## config.mk

```make
export PLATFORM = sky130hd
export DESIGN_NAME = keyswitch_status_logic
export DESIGN_NICKNAME = d
export VERILOG_FILES = /design/src/hw/ks_pkg.sv /design/src/hw/keyswitch_status_logic.sv /design/src/hw/ks_debounce.sv
export SDC_FILE = /design/constraint.sdc
export NUM_CORES = 1
export LEC_CHECK = 0
export BUFFER_PORTS_ARGS = -buffer_cell sky130_fd_sc_hd__buf_2
export CORE_MARGIN = 10
export CORE_UTILIZATION = 49
export CTS_BUF_LIST = sky130_fd_sc_hd__clkbuf_8
export CTS_CLUSTER_DIAMETER = 150
export DETAILED_ROUTE_END_ITERATION = 10
export PLACE_DENSITY = 0.72
export SLEW_MARGIN = 5
export SYNTH_ARGS = -nofsm -noshare
export SYNTH_HDL_FRONTEND = slang
export SYNTH_SLANG_ARGS = --single-unit
export TNS_END_PERCENT = 10
```

## constraint.sdc

```tcl
create_clock -name CLK -period 5.8 [get_ports CLK]
set_input_delay 0 -clock CLK [delete_from_list [all_inputs] [get_ports CLK]]
set_output_delay 0 -clock CLK [all_outputs]
set_load 0.01 [all_outputs]
```

## src/hw/ks_pkg.sv

```systemverilog
// Purpose: Shared constants for the keyswitch and status logic
// Assumes: 200 MHz system clock
// Notes:   Times are given in their own unit; cycle counts derive from them
package ks_pkg;
  // Clock
  localparam int unsigned CLK_KHZ       = 200000;
  // Times
  localparam int unsigned HOLD_MS       = 10000;
  localparam int unsigned DEBOUNCE_MS   = 20;
  localparam int unsigned FLASH_FAST_MS = 125;
  localparam int unsigned HOLD_CYC_DEF  = HOLD_MS * CLK_KHZ;
  localparam int unsigned DEB_CYC_DEF   = DEBOUNCE_MS * CLK_KHZ;
  localparam int unsigned FLASH_CYC_DEF = FLASH_FAST_MS * CLK_KHZ;
  localparam logic [1:0]  SLOW_DIV_MAX  = 2'h3;
  // Register map
  localparam int          AW            = 8;
  localparam logic [7:0]  CFG_OFS       = 8'h00;
  localparam logic [7:0]  STAT_OFS      = 8'h04;
  localparam logic [7:0]  INT_STAT_OFS  = 8'h08;
  localparam logic [7:0]  INT_MASK_OFS  = 8'h0C;
  // Configuration fields
  localparam int          CFG_KS_EN_BIT = 0;
  localparam int          CFG_OC_EN_BIT = 1;
  localparam int          CFG_OPT_LSB   = 4;
  localparam int          CFG_TRIG_LSB  = 8;
  localparam logic [11:0] CFG_RST       = 12'h000;
  localparam logic [3:0]  KS_OPT_FIRE   = 4'h9;
  localparam logic [3:0]  TRIG_SOUNDER  = 4'h0;
  localparam logic [3:0]  TRIG_IND      = 4'h2;
  // Interrupt events
  localparam int          NEV           = 5;
  localparam int          EV_ARM        = 0;
  localparam int          EV_DISARM     = 1;
  localparam int          EV_SILENCE    = 2;
  localparam int          EV_TAMPER     = 3;
  localparam int          EV_COMM       = 4;
  localparam logic [4:0]  MASK_RST      = 5'h00;
  // Reporting
  localparam logic [7:0]  KS_USER_NUM   = 8'h00;
  // Arming state
  typedef enum logic [1:0] {ARM_OFF, ARM_AWAY, ARM_STAY} arm_e;
endpackage

```

## src/hw/keyswitch_status_logic.sv

```systemverilog
// Purpose: Keyswitch arming, silencing, tamper lockout, indicator lamps
// Assumes: One partition; panel logic inputs share CLK
// Notes:   Contact pins are synchronised and debounced before use
//
// Implementation choices: the address-and-strobe port and the placing of the registers.
`timescale 1ns/1ps
module keyswitch_status_logic
  import ks_pkg::*;
#(
  parameter int unsigned HOLD_CYC  = ks_pkg::HOLD_CYC_DEF,
  parameter int unsigned DEB_CYC   = ks_pkg::DEB_CYC_DEF,
  parameter int unsigned FLASH_CYC = ks_pkg::FLASH_CYC_DEF
) (
  // Clock and reset
  input  wire logic                 CLK,
  input  wire logic                 ARST_N,
  // Register port
  input  wire logic [ks_pkg::AW-1:0] ADDR,
  input  wire logic [31:0]          WDATA,
  input  wire logic                 WR_STB,
  input  wire logic                 RD_STB,
  output logic      [31:0]          RDATA,
  output logic                      IRQ,
  // Contact pins
  input  wire logic                 ZONE7_KEY_CLOSED,
  input  wire logic                 ZONE6_TAMPER_OPEN,
  // Panel state
  input  wire logic                 READY,
  input  wire logic                 ALARM_ACTIVE,
  input  wire logic                 FIRE_ALARM,
  input  wire logic                 USER_DISARM,
  input  wire logic                 AC_PRESENT,
  input  wire logic                 TX_EXHAUSTED,
  input  wire logic                 TX_SUCCESS,
  input  wire logic                 MAIN_LINE_FAULT,
  input  wire logic                 BACKUP_LINE_FAULT,
  input  wire logic                 KEYPAD_TONE,
  input  wire logic                 KEY_ACK_BEEP,
  // Partition control
  output logic      [1:0]           ARM_MODE,
  output logic                      NAC_SILENCE,
  output logic                      FIRE_SILENCED_MSG,
  output logic                      ALARM_MEMORY,
  output logic                      ALARM_MEM_CLEAR,
  output logic                      DET_PWR_RESET,
  output logic                      ZONE6_FAULT,
  output logic                      ZONE7_ZONE_FAULT,
  // Open and close reports
  output logic                      REPORT_STB,
  output logic                      REPORT_CLOSE,
  output logic      [7:0]           REPORT_USER,
  // Keyswitch LEDs
  output logic                      LED_GREEN,
  output logic                      LED_RED,
  // Trigger output connector
  output logic                      LAMP_AC,
  output logic                      COMM_FAIL_LAMP,
  output logic                      LAMP_DIALER1,
  output logic                      LAMP_DIALER2,
  output logic                      TRIG5_SOUNDER
);
  import ks_pkg::*;

  typedef enum logic [1:0] {KS_IDLE, KS_HOLD, KS_WAIT_REL} ks_e;

  logic [11:0]    cfg_r;
  logic [NEV-1:0] int_stat_r;
  logic [NEV-1:0] int_mask_r;
  logic [NEV-1:0] ev;
  ks_e            st_r;
  arm_e           arm_r;
  logic [31:0]    hold_cnt_r;
  logic           key_db;
  logic           key_rise;
  logic           tamper_db;
  logic           tamper_lock_r;
  logic           silenced_r;
  logic           fire_sil_r;
  logic           alarm_mem_r;
  logic           comm_r;
  logic           comm_ok_r;
  logic           dial1_r;
  logic           dial2_r;
  logic [31:0]    flash_cnt_r;
  logic           fast_r;
  logic           slow_r;
  logic [1:0]     slow_div_r;
  logic           ks_en;
  logic           oc_en;
  logic           fire_opt;
  logic [3:0]     trig_cfg;
  logic           accept;
  logic           armed;
  logic           do_silence;
  logic           do_clear;
  logic           do_disarm;
  logic           do_hold;
  logic           arm_away;
  logic           arm_stay;
  logic           wr_int;

  assign ks_en    = cfg_r[CFG_KS_EN_BIT];
  assign oc_en    = cfg_r[CFG_OC_EN_BIT];
  assign fire_opt = cfg_r[CFG_OPT_LSB +: 4] == KS_OPT_FIRE;
  assign trig_cfg = cfg_r[CFG_TRIG_LSB +: 4];
  assign armed    = arm_r != ARM_OFF;
  assign wr_int   = WR_STB && ADDR == INT_STAT_OFS;

  // Contact inputs
  ks_debounce #(.DEB_CYC(DEB_CYC)) u_key (
    .CLK     (CLK),
    .ARST_N  (ARST_N),
    .PIN_RAW (ZONE7_KEY_CLOSED),
    .LEVEL   (key_db),
    .ROSE    (key_rise)
  );

  ks_debounce #(.DEB_CYC(DEB_CYC)) u_tamper (
    .CLK     (CLK),
    .ARST_N  (ARST_N),
    .PIN_RAW (ZONE6_TAMPER_OPEN),
    .LEVEL   (tamper_db),
    .ROSE    ()
  );

  // Closure decoding; an open tamper blocks closures at once
  always_comb begin
    accept     = key_rise && ks_en && !tamper_lock_r && !tamper_db;
    do_silence = 1'b0;
    do_clear   = 1'b0;
    do_disarm  = 1'b0;
    do_hold    = 1'b0;
    if (accept) begin
      if (fire_opt) begin
        do_silence = FIRE_ALARM && !silenced_r;
      end else if (silenced_r) begin
        do_clear = 1'b1;
      end else if (ALARM_ACTIVE) begin
        do_silence = 1'b1;
        do_disarm  = armed;
      end else if (armed) begin
        do_disarm = 1'b1;
      end else begin
        do_hold = 1'b1;
      end
    end
  end

  // Hold timing: release decides away, the full hold decides stay
  assign arm_away = st_r == KS_HOLD && !key_db;
  assign arm_stay = st_r == KS_HOLD && key_db &&
                    hold_cnt_r >= 32'(HOLD_CYC - 1);

  always_ff @(posedge CLK or negedge ARST_N) begin
    if (!ARST_N) begin
      st_r       <= KS_IDLE;
      hold_cnt_r <= 32'h0;
    end else begin
      case (st_r)
        KS_IDLE: begin
          hold_cnt_r <= 32'h0;
          if (do_hold) begin
            st_r <= KS_HOLD;
          end else if (key_rise) begin
            st_r <= KS_WAIT_REL;
          end
        end
        KS_HOLD: begin
          hold_cnt_r <= hold_cnt_r + 32'h1;
          if (arm_away) begin
            st_r <= KS_IDLE;
          end else if (arm_stay || tamper_db || USER_DISARM) begin
            st_r <= KS_WAIT_REL;
          end
        end
        KS_WAIT_REL: begin
          hold_cnt_r <= 32'h0;
          if (!key_db) begin
            st_r <= KS_IDLE;
          end
        end
        default: begin
          st_r <= KS_IDLE;
        end
      endcase
    end
  end

  // Arming state; a disarm from any source wins
  always_ff @(posedge CLK or negedge ARST_N) begin
    if (!ARST_N) begin
      arm_r <= ARM_OFF;
    end else if (do_disarm || USER_DISARM) begin
      arm_r <= ARM_OFF;
    end else if (arm_stay && !tamper_db) begin
      arm_r <= ARM_STAY;
    end else if (arm_away && !tamper_db) begin
      arm_r <= ARM_AWAY;
    end
  end

  // Tamper lockout, released only when restored and disarmed
  always_ff @(posedge CLK or negedge ARST_N) begin
    if (!ARST_N) begin
      tamper_lock_r <= 1'b0;
    end else if (tamper_db) begin
      tamper_lock_r <= 1'b1;
    end else if (arm_r == ARM_OFF) begin
      tamper_lock_r <= 1'b0;
    end
  end

  // Silencing and alarm memory; new alarms win over a clear
  always_ff @(posedge CLK or negedge ARST_N) begin
    if (!ARST_N) begin
      silenced_r  <= 1'b0;
      fire_sil_r  <= 1'b0;
      alarm_mem_r <= 1'b0;
    end else begin
      if (do_silence) begin
        silenced_r <= 1'b1;
        fire_sil_r <= FIRE_ALARM;
      end else if (do_clear || (fire_opt && !FIRE_ALARM)) begin
        silenced_r <= 1'b0;
        fire_sil_r <= 1'b0;
      end
      if (ALARM_ACTIVE) begin
        alarm_mem_r <= 1'b1;
      end else if (do_clear) begin
        alarm_mem_r <= 1'b0;
      end
    end
  end

  // Registered partition outputs
  always_ff @(posedge CLK or negedge ARST_N) begin
    if (!ARST_N) begin
      ALARM_MEM_CLEAR  <= 1'b0;
      DET_PWR_RESET    <= 1'b0;
      ZONE6_FAULT      <= 1'b0;
      ZONE7_ZONE_FAULT <= 1'b0;
    end else begin
      ALARM_MEM_CLEAR  <= do_clear;
      DET_PWR_RESET    <= do_clear;
      ZONE6_FAULT      <= tamper_db;
      ZONE7_ZONE_FAULT <= key_db && !ks_en;
    end
  end

  assign ARM_MODE          = arm_r;
  assign NAC_SILENCE       = silenced_r;
  assign FIRE_SILENCED_MSG = fire_sil_r;
  assign ALARM_MEMORY      = alarm_mem_r;

  // Open and close reports for keyswitch actions
  always_ff @(posedge CLK or negedge ARST_N) begin
    if (!ARST_N) begin
      REPORT_STB   <= 1'b0;
      REPORT_CLOSE <= 1'b0;
      REPORT_USER  <= KS_USER_NUM;
    end else begin
      REPORT_STB   <= oc_en && !USER_DISARM && !tamper_db &&
                      (arm_away || arm_stay || do_disarm);
      REPORT_CLOSE <= !do_disarm;
      REPORT_USER  <= KS_USER_NUM;
    end
  end

  // Flash timing; slow is a quarter of fast so the two stay distinct
  always_ff @(posedge CLK or negedge ARST_N) begin
    if (!ARST_N) begin
      flash_cnt_r <= 32'h0;
      fast_r      <= 1'b0;
      slow_r      <= 1'b0;
      slow_div_r  <= 2'h0;
    end else if (flash_cnt_r >= 32'(FLASH_CYC - 1)) begin
      flash_cnt_r <= 32'h0;
      fast_r      <= !fast_r;
      slow_div_r  <= slow_div_r + 2'h1;
      if (slow_div_r == SLOW_DIV_MAX) begin
        slow_r <= !slow_r;
      end
    end else begin
      flash_cnt_r <= flash_cnt_r + 32'h1;
    end
  end

  always_ff @(posedge CLK or negedge ARST_N) begin
    if (!ARST_N) begin
      LED_GREEN <= 1'b0;
      LED_RED   <= 1'b0;
    end else begin
      LED_GREEN <= !armed && READY && !alarm_mem_r;
      if (alarm_mem_r) begin
        LED_RED <= fast_r;
      end else if (arm_r == ARM_AWAY) begin
        LED_RED <= 1'b1;
      end else if (arm_r == ARM_STAY) begin
        LED_RED <= slow_r;
      end else begin
        LED_RED <= 1'b0;
      end
    end
  end

  // Communicator fault lamps; a new fault wins over a disarm
  always_ff @(posedge CLK or negedge ARST_N) begin
    if (!ARST_N) begin
      comm_r    <= 1'b0;
      comm_ok_r <= 1'b0;
      dial1_r   <= 1'b0;
      dial2_r   <= 1'b0;
    end else begin
      if (TX_EXHAUSTED) begin
        comm_r    <= 1'b1;
        comm_ok_r <= 1'b0;
      end else if (USER_DISARM && comm_ok_r) begin
        comm_r    <= 1'b0;
        comm_ok_r <= 1'b0;
      end else if (TX_SUCCESS && comm_r) begin
        comm_ok_r <= 1'b1;
      end
      if (MAIN_LINE_FAULT) begin
        dial1_r <= 1'b1;
      end else if (USER_DISARM) begin
        dial1_r <= 1'b0;
      end
      if (BACKUP_LINE_FAULT) begin
        dial2_r <= 1'b1;
      end else if (USER_DISARM) begin
        dial2_r <= 1'b0;
      end
    end
  end

  // Trigger connector is shared between indicator lamps and sounder
  always_ff @(posedge CLK or negedge ARST_N) begin
    if (!ARST_N) begin
      LAMP_AC        <= 1'b0;
      COMM_FAIL_LAMP <= 1'b0;
      LAMP_DIALER1   <= 1'b0;
      LAMP_DIALER2   <= 1'b0;
      TRIG5_SOUNDER  <= 1'b0;
    end else begin
      LAMP_AC        <= trig_cfg == TRIG_IND && AC_PRESENT;
      COMM_FAIL_LAMP <= trig_cfg == TRIG_IND && comm_r;
      LAMP_DIALER1   <= trig_cfg == TRIG_IND && dial1_r;
      LAMP_DIALER2   <= trig_cfg == TRIG_IND && dial2_r;
      TRIG5_SOUNDER  <= trig_cfg == TRIG_SOUNDER &&
                        KEYPAD_TONE && !KEY_ACK_BEEP;
    end
  end

  // Register writes and interrupt status
  assign ev[EV_ARM]     = (arm_away || arm_stay) && !USER_DISARM && !tamper_db;
  assign ev[EV_DISARM]  = do_disarm;
  assign ev[EV_SILENCE] = do_silence;
  assign ev[EV_TAMPER]  = tamper_db && !tamper_lock_r;
  assign ev[EV_COMM]    = TX_EXHAUSTED && !comm_r;

  always_ff @(posedge CLK or negedge ARST_N) begin
    if (!ARST_N) begin
      cfg_r      <= CFG_RST;
      int_mask_r <= MASK_RST;
    end else if (WR_STB) begin
      if (ADDR == CFG_OFS) begin
        cfg_r <= WDATA[11:0];
      end
      if (ADDR == INT_MASK_OFS) begin
        int_mask_r <= WDATA[NEV-1:0];
      end
    end
  end

  always_ff @(posedge CLK or negedge ARST_N) begin
    if (!ARST_N) begin
      int_stat_r <= '0;
    end else begin
      int_stat_r <= (int_stat_r & ~(wr_int ? WDATA[NEV-1:0] : '0)) | ev;
    end
  end

  assign IRQ = |(int_stat_r & int_mask_r);

  always_ff @(posedge CLK or negedge ARST_N) begin
    if (!ARST_N) begin
      RDATA <= 32'h0;
    end else if (RD_STB) begin
      case (ADDR)
        CFG_OFS:      RDATA <= {20'h0, cfg_r};
        STAT_OFS:     RDATA <= {22'h0, dial2_r, dial1_r, comm_r,
                                tamper_lock_r, fire_sil_r, silenced_r,
                                alarm_mem_r, key_db, arm_r};
        INT_STAT_OFS: RDATA <= {27'h0, int_stat_r};
        INT_MASK_OFS: RDATA <= {27'h0, int_mask_r};
        default:      RDATA <= 32'h0;
      endcase
    end else begin
      RDATA <= 32'h0;
    end
  end

  // Checks
  away_arm_a: assert property (@(posedge CLK) disable iff (!ARST_N)
    (arm_away && !USER_DISARM && !tamper_db) |=> arm_r == ARM_AWAY)
    else $error("away arm missed");
  stay_arm_a: assert property (@(posedge CLK) disable iff (!ARST_N)
    (arm_stay && !USER_DISARM && !tamper_db) |=> arm_r == ARM_STAY &&
    st_r == KS_WAIT_REL)
    else $error("stay arm missed");
  key_disarm_a: assert property (@(posedge CLK) disable iff (!ARST_N)
    (accept && armed && !fire_opt && !silenced_r) |=> arm_r == ARM_OFF)
    else $error("keyswitch disarm missed");
  alarm_sil_a: assert property (@(posedge CLK) disable iff (!ARST_N)
    (accept && ALARM_ACTIVE && !fire_opt && !silenced_r) |=>
    silenced_r && arm_r == ARM_OFF)
    else $error("alarm silence missed");
  mem_clear_a: assert property (@(posedge CLK) disable iff (!ARST_N)
    (accept && silenced_r && !fire_opt && !ALARM_ACTIVE) |=>
    !alarm_mem_r && !silenced_r && DET_PWR_RESET && ALARM_MEM_CLEAR)
    else $error("memory clear missed");
  fire_opt_a: assert property (@(posedge CLK) disable iff (!ARST_N)
    (accept && fire_opt && !USER_DISARM) |=> $stable(arm_r) &&
    st_r != KS_HOLD)
    else $error("fire option changed arming");
  led_green_a: assert property (@(posedge CLK) disable iff (!ARST_N)
    LED_GREEN |-> $past(arm_r) == ARM_OFF && $past(READY))
    else $error("green led wrong");
  user_zero_a: assert property (@(posedge CLK) disable iff (!ARST_N)
    REPORT_STB |-> REPORT_USER == 8'h00 && $past(oc_en))
    else $error("report user not zero");
  tamper_lock_a: assert property (@(posedge CLK) disable iff (!ARST_N)
    (tamper_lock_r && key_rise && !USER_DISARM) |=> $stable(arm_r) &&
    !silenced_r == !$past(silenced_r))
    else $error("keyswitch acted while locked");
  comm_lamp_a: assert property (@(posedge CLK) disable iff (!ARST_N)
    (TX_EXHAUSTED && trig_cfg == TRIG_IND) |=> ##1 COMM_FAIL_LAMP)
    else $error("comm fail lamp not lit");
  sounder_a: assert property (@(posedge CLK) disable iff (!ARST_N)
    TRIG5_SOUNDER |-> $past(trig_cfg) == TRIG_SOUNDER &&
    !$past(KEY_ACK_BEEP))
    else $error("sounder driven wrongly");
endmodule

```

## src/hw/ks_debounce.sv

```systemverilog
// Purpose: Two-flop synchroniser and stability filter for a contact input
// Assumes: Contact may bounce for less than DEB_CYC cycles
// Notes:   Output changes only after the input held steady DEB_CYC cycles
`timescale 1ns/1ps
module ks_debounce #(
  parameter int unsigned DEB_CYC = 4000000
) (
  // Clock and reset
  input  wire logic CLK,
  input  wire logic ARST_N,
  // Contact
  input  wire logic PIN_RAW,
  output logic      LEVEL,
  output logic      ROSE
);
  logic        meta_r;
  logic        sync_r;
  logic [31:0] cnt_r;

  always_ff @(posedge CLK or negedge ARST_N) begin
    if (!ARST_N) begin
      meta_r <= 1'b0;
      sync_r <= 1'b0;
    end else begin
      meta_r <= PIN_RAW;
      sync_r <= meta_r;
    end
  end

  // Restart the count whenever the input agrees with the output, so bounce never passes
  always_ff @(posedge CLK or negedge ARST_N) begin
    if (!ARST_N) begin
      cnt_r <= 32'h0;
      LEVEL <= 1'b0;
      ROSE  <= 1'b0;
    end else begin
      ROSE <= 1'b0;
      if (sync_r == LEVEL) begin
        cnt_r <= 32'h0;
      end else if (cnt_r >= 32'(DEB_CYC - 1)) begin
        cnt_r <= 32'h0;
        LEVEL <= sync_r;
        ROSE  <= sync_r;
      end else begin
        cnt_r <= cnt_r + 32'h1;
      end
    end
  end
endmodule

```

* After elaboration in Yosys (flattened, before gate mapping)
Cells that the tools add are included.
Widths: inputs -> output; s select.
** Operators by class
- Multiplexer cells :: 55
- $mul :: 0
- Bitwise logic cells :: 6
- Reduce and logical (&&, ||, !) cells :: 71
- Shift operators :: 0
- Add/sub/neg operators :: 5
- Eq/ne operators :: 15
- $lt $le $gt $ge :: 4
- Div/mod/pow operators :: 0
** Operators with widths (count)
- $mux 32 :: 6
- $add 32x1->32 const B :: 4
- $ge 32x22->1 const B :: 2
- $pmux 32 s2 :: 1
- $pmux 12 s4 :: 1
- $mux 1 :: 37
- $ge 32x25->1 const B :: 1
- $ge 32x31->1 const B :: 1
- $logic_and 1x1->1 :: 29
- $eq 8x4->1 const B :: 2
- $mux 2 :: 8
- $reduce_bool 2->1 :: 8
- $logic_not 1->1 :: 14
- $and 5x5->5 :: 2
- $reduce_and 2->1 :: 5
- $eq 8x3->1 const B :: 1
- $logic_not 8->1 :: 1
- $eq 2x2->1 const B :: 3
- $logic_or 1x1->1 :: 6
- $ne 3x2->1 const B :: 2
- $pmux 2 s3 :: 1
- $reduce_bool 3->1 :: 2
- $mux 5 :: 1
- $not 5->5 :: 1
- other kinds (13) :: 17
** Storage, ports and cells
- Word-level logic and storage cells :: 196
- Memories :: 0
- Output and inout bits :: 59
- Memory bits (read-only) :: 0
- Bits in writable memories :: 0
- Bits in registers :: 217
- Latch bits :: 0
- Bits of input ports :: 57

* Depth between registers and ports, before layout
- Word-level depth :: 8
- Depth in mapped cells :: 7
- Depth with buffers taken out :: 6

* Cells and area by module
From an unflattened synthesis, not the netlist that was laid out.
** Unflattened totals
- Cells, all modules :: 841
- Area, all modules :: 9090.0 um^2
** By module, submodules not included
- keyswitch_status_logic :: cells each 553, instances 1, area each 5936.9 um^2
- ks_debounce :: cells each 144, instances 2, area each 1576.5 um^2

* Least setup slack after synthesis
No wires, ideal clock.
- Path kind :: flip-flop to flip-flop
- Start point :: register flash_cnt_r[0]
- End point :: register slow_div_r[1]
- Stages on the path, launching flop included :: 7
- Buffers on the path :: 0
- Path slack :: 3.894 ns
- Arrival time :: 1.779 ns
- Clock period less this slack :: 1.906 ns
- Data required time :: 5.673 ns
- Cells stage by stage :: dfrtp_1 -> ha_1 -> nand3_1 -> o211ai_1 -> a41oi_1 -> o21ai_2 -> mux2_1
** Between the ends
- Cells in the longest elaborated chain, start to end :: 1
** RTL lines
- start, declared :: line keyswitch_status_logic.sv:84 : logic [31:0] flash_cnt_r;
- start signal, assigned :: line keyswitch_status_logic.sv:284 : flash_cnt_r <= flash_cnt_r + 32'h1;
- $ge 32x25->1 :: line keyswitch_status_logic.sv:276 : end else if (flash_cnt_r >= 32'(FLASH_CYC - 1)) begin
- end signal, assigned :: line keyswitch_status_logic.sv:279 : slow_div_r <= slow_div_r + 2'h1;
- end, declared :: line keyswitch_status_logic.sv:87 : logic [1:0] slow_div_r;
Every way passes these cells.
A chain may end at the register's enable or synchronous reset.

* Worst setup path after layout
Same ends and word-level chain as after synthesis.

==> flow_summary_export.csv <==
group,metric,value,unit
yosys,ys_seq_area_share,54.76,%
critical_path,critPathCaptureType,"flop",
clocking,cts_sinks,197,
grt,antenna_found_initial,1,
detailed_routing,post_drt_via_cell_ratio,5.151,
power_and_ir_drop,ir_drop,0.1939,mV
timing,slew_violations,0,
yosys,synth_seq_cells,197,
grt,grt_max_degree,85,
final_layout,fin_util,56.82,%
clocking,numCtsBuffers,17,
yosys,synth_edf_count,0,
detailed_routing,wl,17.94,mm
floorplan,core_area,0.01802,mm2
final_layout,layout-drive-gt1-share,14.43,%
status,run_status,"completed",
power_and_ir_drop,p_leak,4.571,nW
grt,groute.usage.overall,15.22,%
floorplan,ios,116,
detailed_routing,drcViolationCount,0,
clocking,postCtsSetupRepairBufs,0,
yosys,synth_area_leaders,"dfrtp_1, xnor2_1, nor2_1",
timing,worst_slack,3.139,ns
critical_path,cp.required,6.16,ns
grt,grt_overflow,0,
critical_path,cp-start-kind,"flop",
detailed_routing,antenna_left,0,
yosys,syn_area,0.009002,mm2
critical_path,critPathKind,"flop to flop",
grt,grt_pass1_vias,6237,
timing,fin_crit,2.661,ns
timing,finalHoldViolCount,0,
job,drv_cap,0,
floorplan,die_h,155.5,um
yosys,ys_types,62,
critical_path,cpLargestDelayFamily,"compound AO/OA/AOI/OAI gates",
floorplan,initial_utilization,49.94,%
timing,whs,0.06981,ns
yosys,yosys.cell_count.top_type,"dfrtp_1",
detailed_routing,post_drt_wl_per_cell,15.04,um
floorplan,die_x,155.5,um
detailed_routing,firstDrtPassIters,5,
critical_path,r2r_cells,6,
power_and_ir_drop,power_density,239.7,mW/mm2
final_layout,fin_cells,1193,
yosys,synth_warnings,0,
clocking,clk_path_buf_depth,2,
min_path,hp-class,"primary input to asynchronous set/reset pin",
yosys,synthFlopType,"dfrtp_1",
yosys,syn_inst,830,
placement,io_buffers,67,
timing,tightestPinTransition,1.155,ns
critical_path,crit_chain,"ha_1 -> nand3_1 -> o211ai_1 -> a41oi_1 -> o21ai_2 -> mux2_1",
placement,dp_hpwl,12.18,mm
timing,max_freq,375.8,MHz
critical_path,arrival,3.03,ns
timing,slew_headroom,22.96,%
critical_path,reg2reg_slack,3.14,ns
yosys,netlist.area_leader.share,54.76,%
clocking,cts_root_buf,"clkbuf_8",
clocking,clk_pin_slew,0.11,ns
timing,finalSetupTns,0,ns
clocking,cts_tree,"yes",
timing,setup_viol,0,
timing,period_share,45.88,%
critical_path,cpPeakStageDelay,0.95,ns
timing,skew,0.01457,ns
grt,grt_pass1_wl,30.53,mm
final_layout,syn_to_final_growth,13.77,%
critical_path,critical_path_peak_fanout,28,
yosys,async_reset_ff_share,100.0,%
placement,place.gp.congestion,0.8173,
yosys,yosys.area.top_type,"dfrtp_1",
placement,post-place-ws,3.117,ns
timing,rsz0062_at_grt,"no",
critical_path,crit_slowest_cell,"o21ai_2",
floorplan,die_area,0.02419,mm2
critical_path,crit_buf_inv,0,
floorplan,rows,49,
detailed_routing,drtIter0Drc,407,
clocking,clkLatencyLatePin,0.47,ns
placement,dp.cells,1128,
clocking,htreeDepth,4,
yosys,syn_avg_cell_area,10.85,um2
critical_path,r2r-end,"slow_div_r[1]",
yosys,yosys-top-cells-count,"dfrtp_1, nor2_1, xnor2_1, nand2_1, nand3_1",
final_layout,layout.nets,1012,
detailed_routing,vias,6145,
critical_path,timing.rr.start,"flash_cnt_r[0]",
## placed cells by master (no fill, tap or decap), types with 6 or more instances in the layout
cell type        n
and2_1          30
mux2_2          21
nor3_1          26
nand4_1         25
and3_1          15
inv_8            6
nand3_1         46
a21o_1           6
xor2_1          32
and4_1          12
nand2_1         54
conb_1          55
nor2_1         106
dlygate4sd3_1   32
dfrtp_1        197
inv_1           20
a21oi_1          6
clkbuf_8        18
o21ai_0         11
mux2i_1          7
nor2b_1          7
buf_2           66
xnor2_1         59
nor4_1          16
## per-stage QoR
step	instance area (um2)	power (mW)
after floorplan	9205	1.541
after global placement	9525	1.589
after detailed placement	9525	1.596
after CTS	10240	2.483
after global routing	10240	2.555
final	10240	2.455
## kinds of logic after synthesis
| kind of cell | synth area share (%) |
|---|---|
| buf+inv | 4.447 |
| mux | 4.781 |
| flops | 54.76 |
| xor+xnor | 8.853 |
| simple gates | 21.96 |
| other cells | 0.04166 |
| fa+ha+maj | 0.6949 |
| compound gates | 4.461 |
## layout make-up
type | count | area [um2]
Antenna cell | 1 | 2.502
Clock buffer | 17 | 234.0
Clock inverter | 15 | 160.2
Fill cell | 1536 | 7782
Inverter | 20 | 75.07
Multi-Input combinational cell | 613 | 3875
Sequential cell | 197 | 4930
Tap cell | 229 | 286.5
Timing Repair Buffer | 101 | 679.4
## worst reg2reg max path: stages, from the launching register on
cell	delay, ns
dfrtp_1	0.40
ha_1	0.22
nand3_1	0.17
o211ai_1	0.22
a41oi_1	0.22
o21ai_2	0.95
mux2_1	0.39
## worst max-delay path by stage
stage,start,to,slack [ns],cells past startpoint
after CTS,flash_cnt_r[0],slow_div_r[1],3.10,6
after floorplan,flash_cnt_r[0],slow_div_r[1],3.89,6
after global placement,flash_cnt_r[0],slow_div_r[1],3.13,6
final,flash_cnt_r[0],slow_div_r[1],3.14,6
after global routing,flash_cnt_r[0],slow_div_r[1],2.92,6
after detailed placement,flash_cnt_r[0],slow_div_r[1],3.12,6
## state kept, by name (all words and copies together), names as in the netlist, 2 cells and up
| name | flops |
|---|---|
| flash_cnt_r | 32 |
| hold_cnt_r | 32 |
| u_key.cnt_r | 32 |
| u_tamper.cnt_r | 32 |
| RDATA | 12 |
| cfg_r | 12 |
| int_mask_r | 5 |
| int_stat_r | 5 |
| ARM_MODE | 2 |
| slow_div_r | 2 |
| st_r | 2 |
## per-layer routing
layer / wire (um) / up-vias / GRT usage, %
met5: 0 / - / 0
met1: 7989 / 2988 / 19.42
met3: 679 / 31 / 3.888
met4: 402 / 0 / 5.570
met2: 8870 / 100 / 24.55
li1: - / 3026 / -
## what timing repair did
| item | in CTS | in global routing |
|---|---|---|
| hold endpoints to repair | 112 | 0 |
| setup endpoints to repair | 0 | 0 |
| resized for setup | 0 | 0 |
| hold buffers | 32 | 0 |
## where the power goes
group,internal [mW],total (mW),switching [mW]
Combinational,0.0671,0.148,0.0808
Sequential,1.41,1.44,0.0285
Clock,0.326,0.868,0.542
Note: power is estimated with default switching activity, not from simulation.
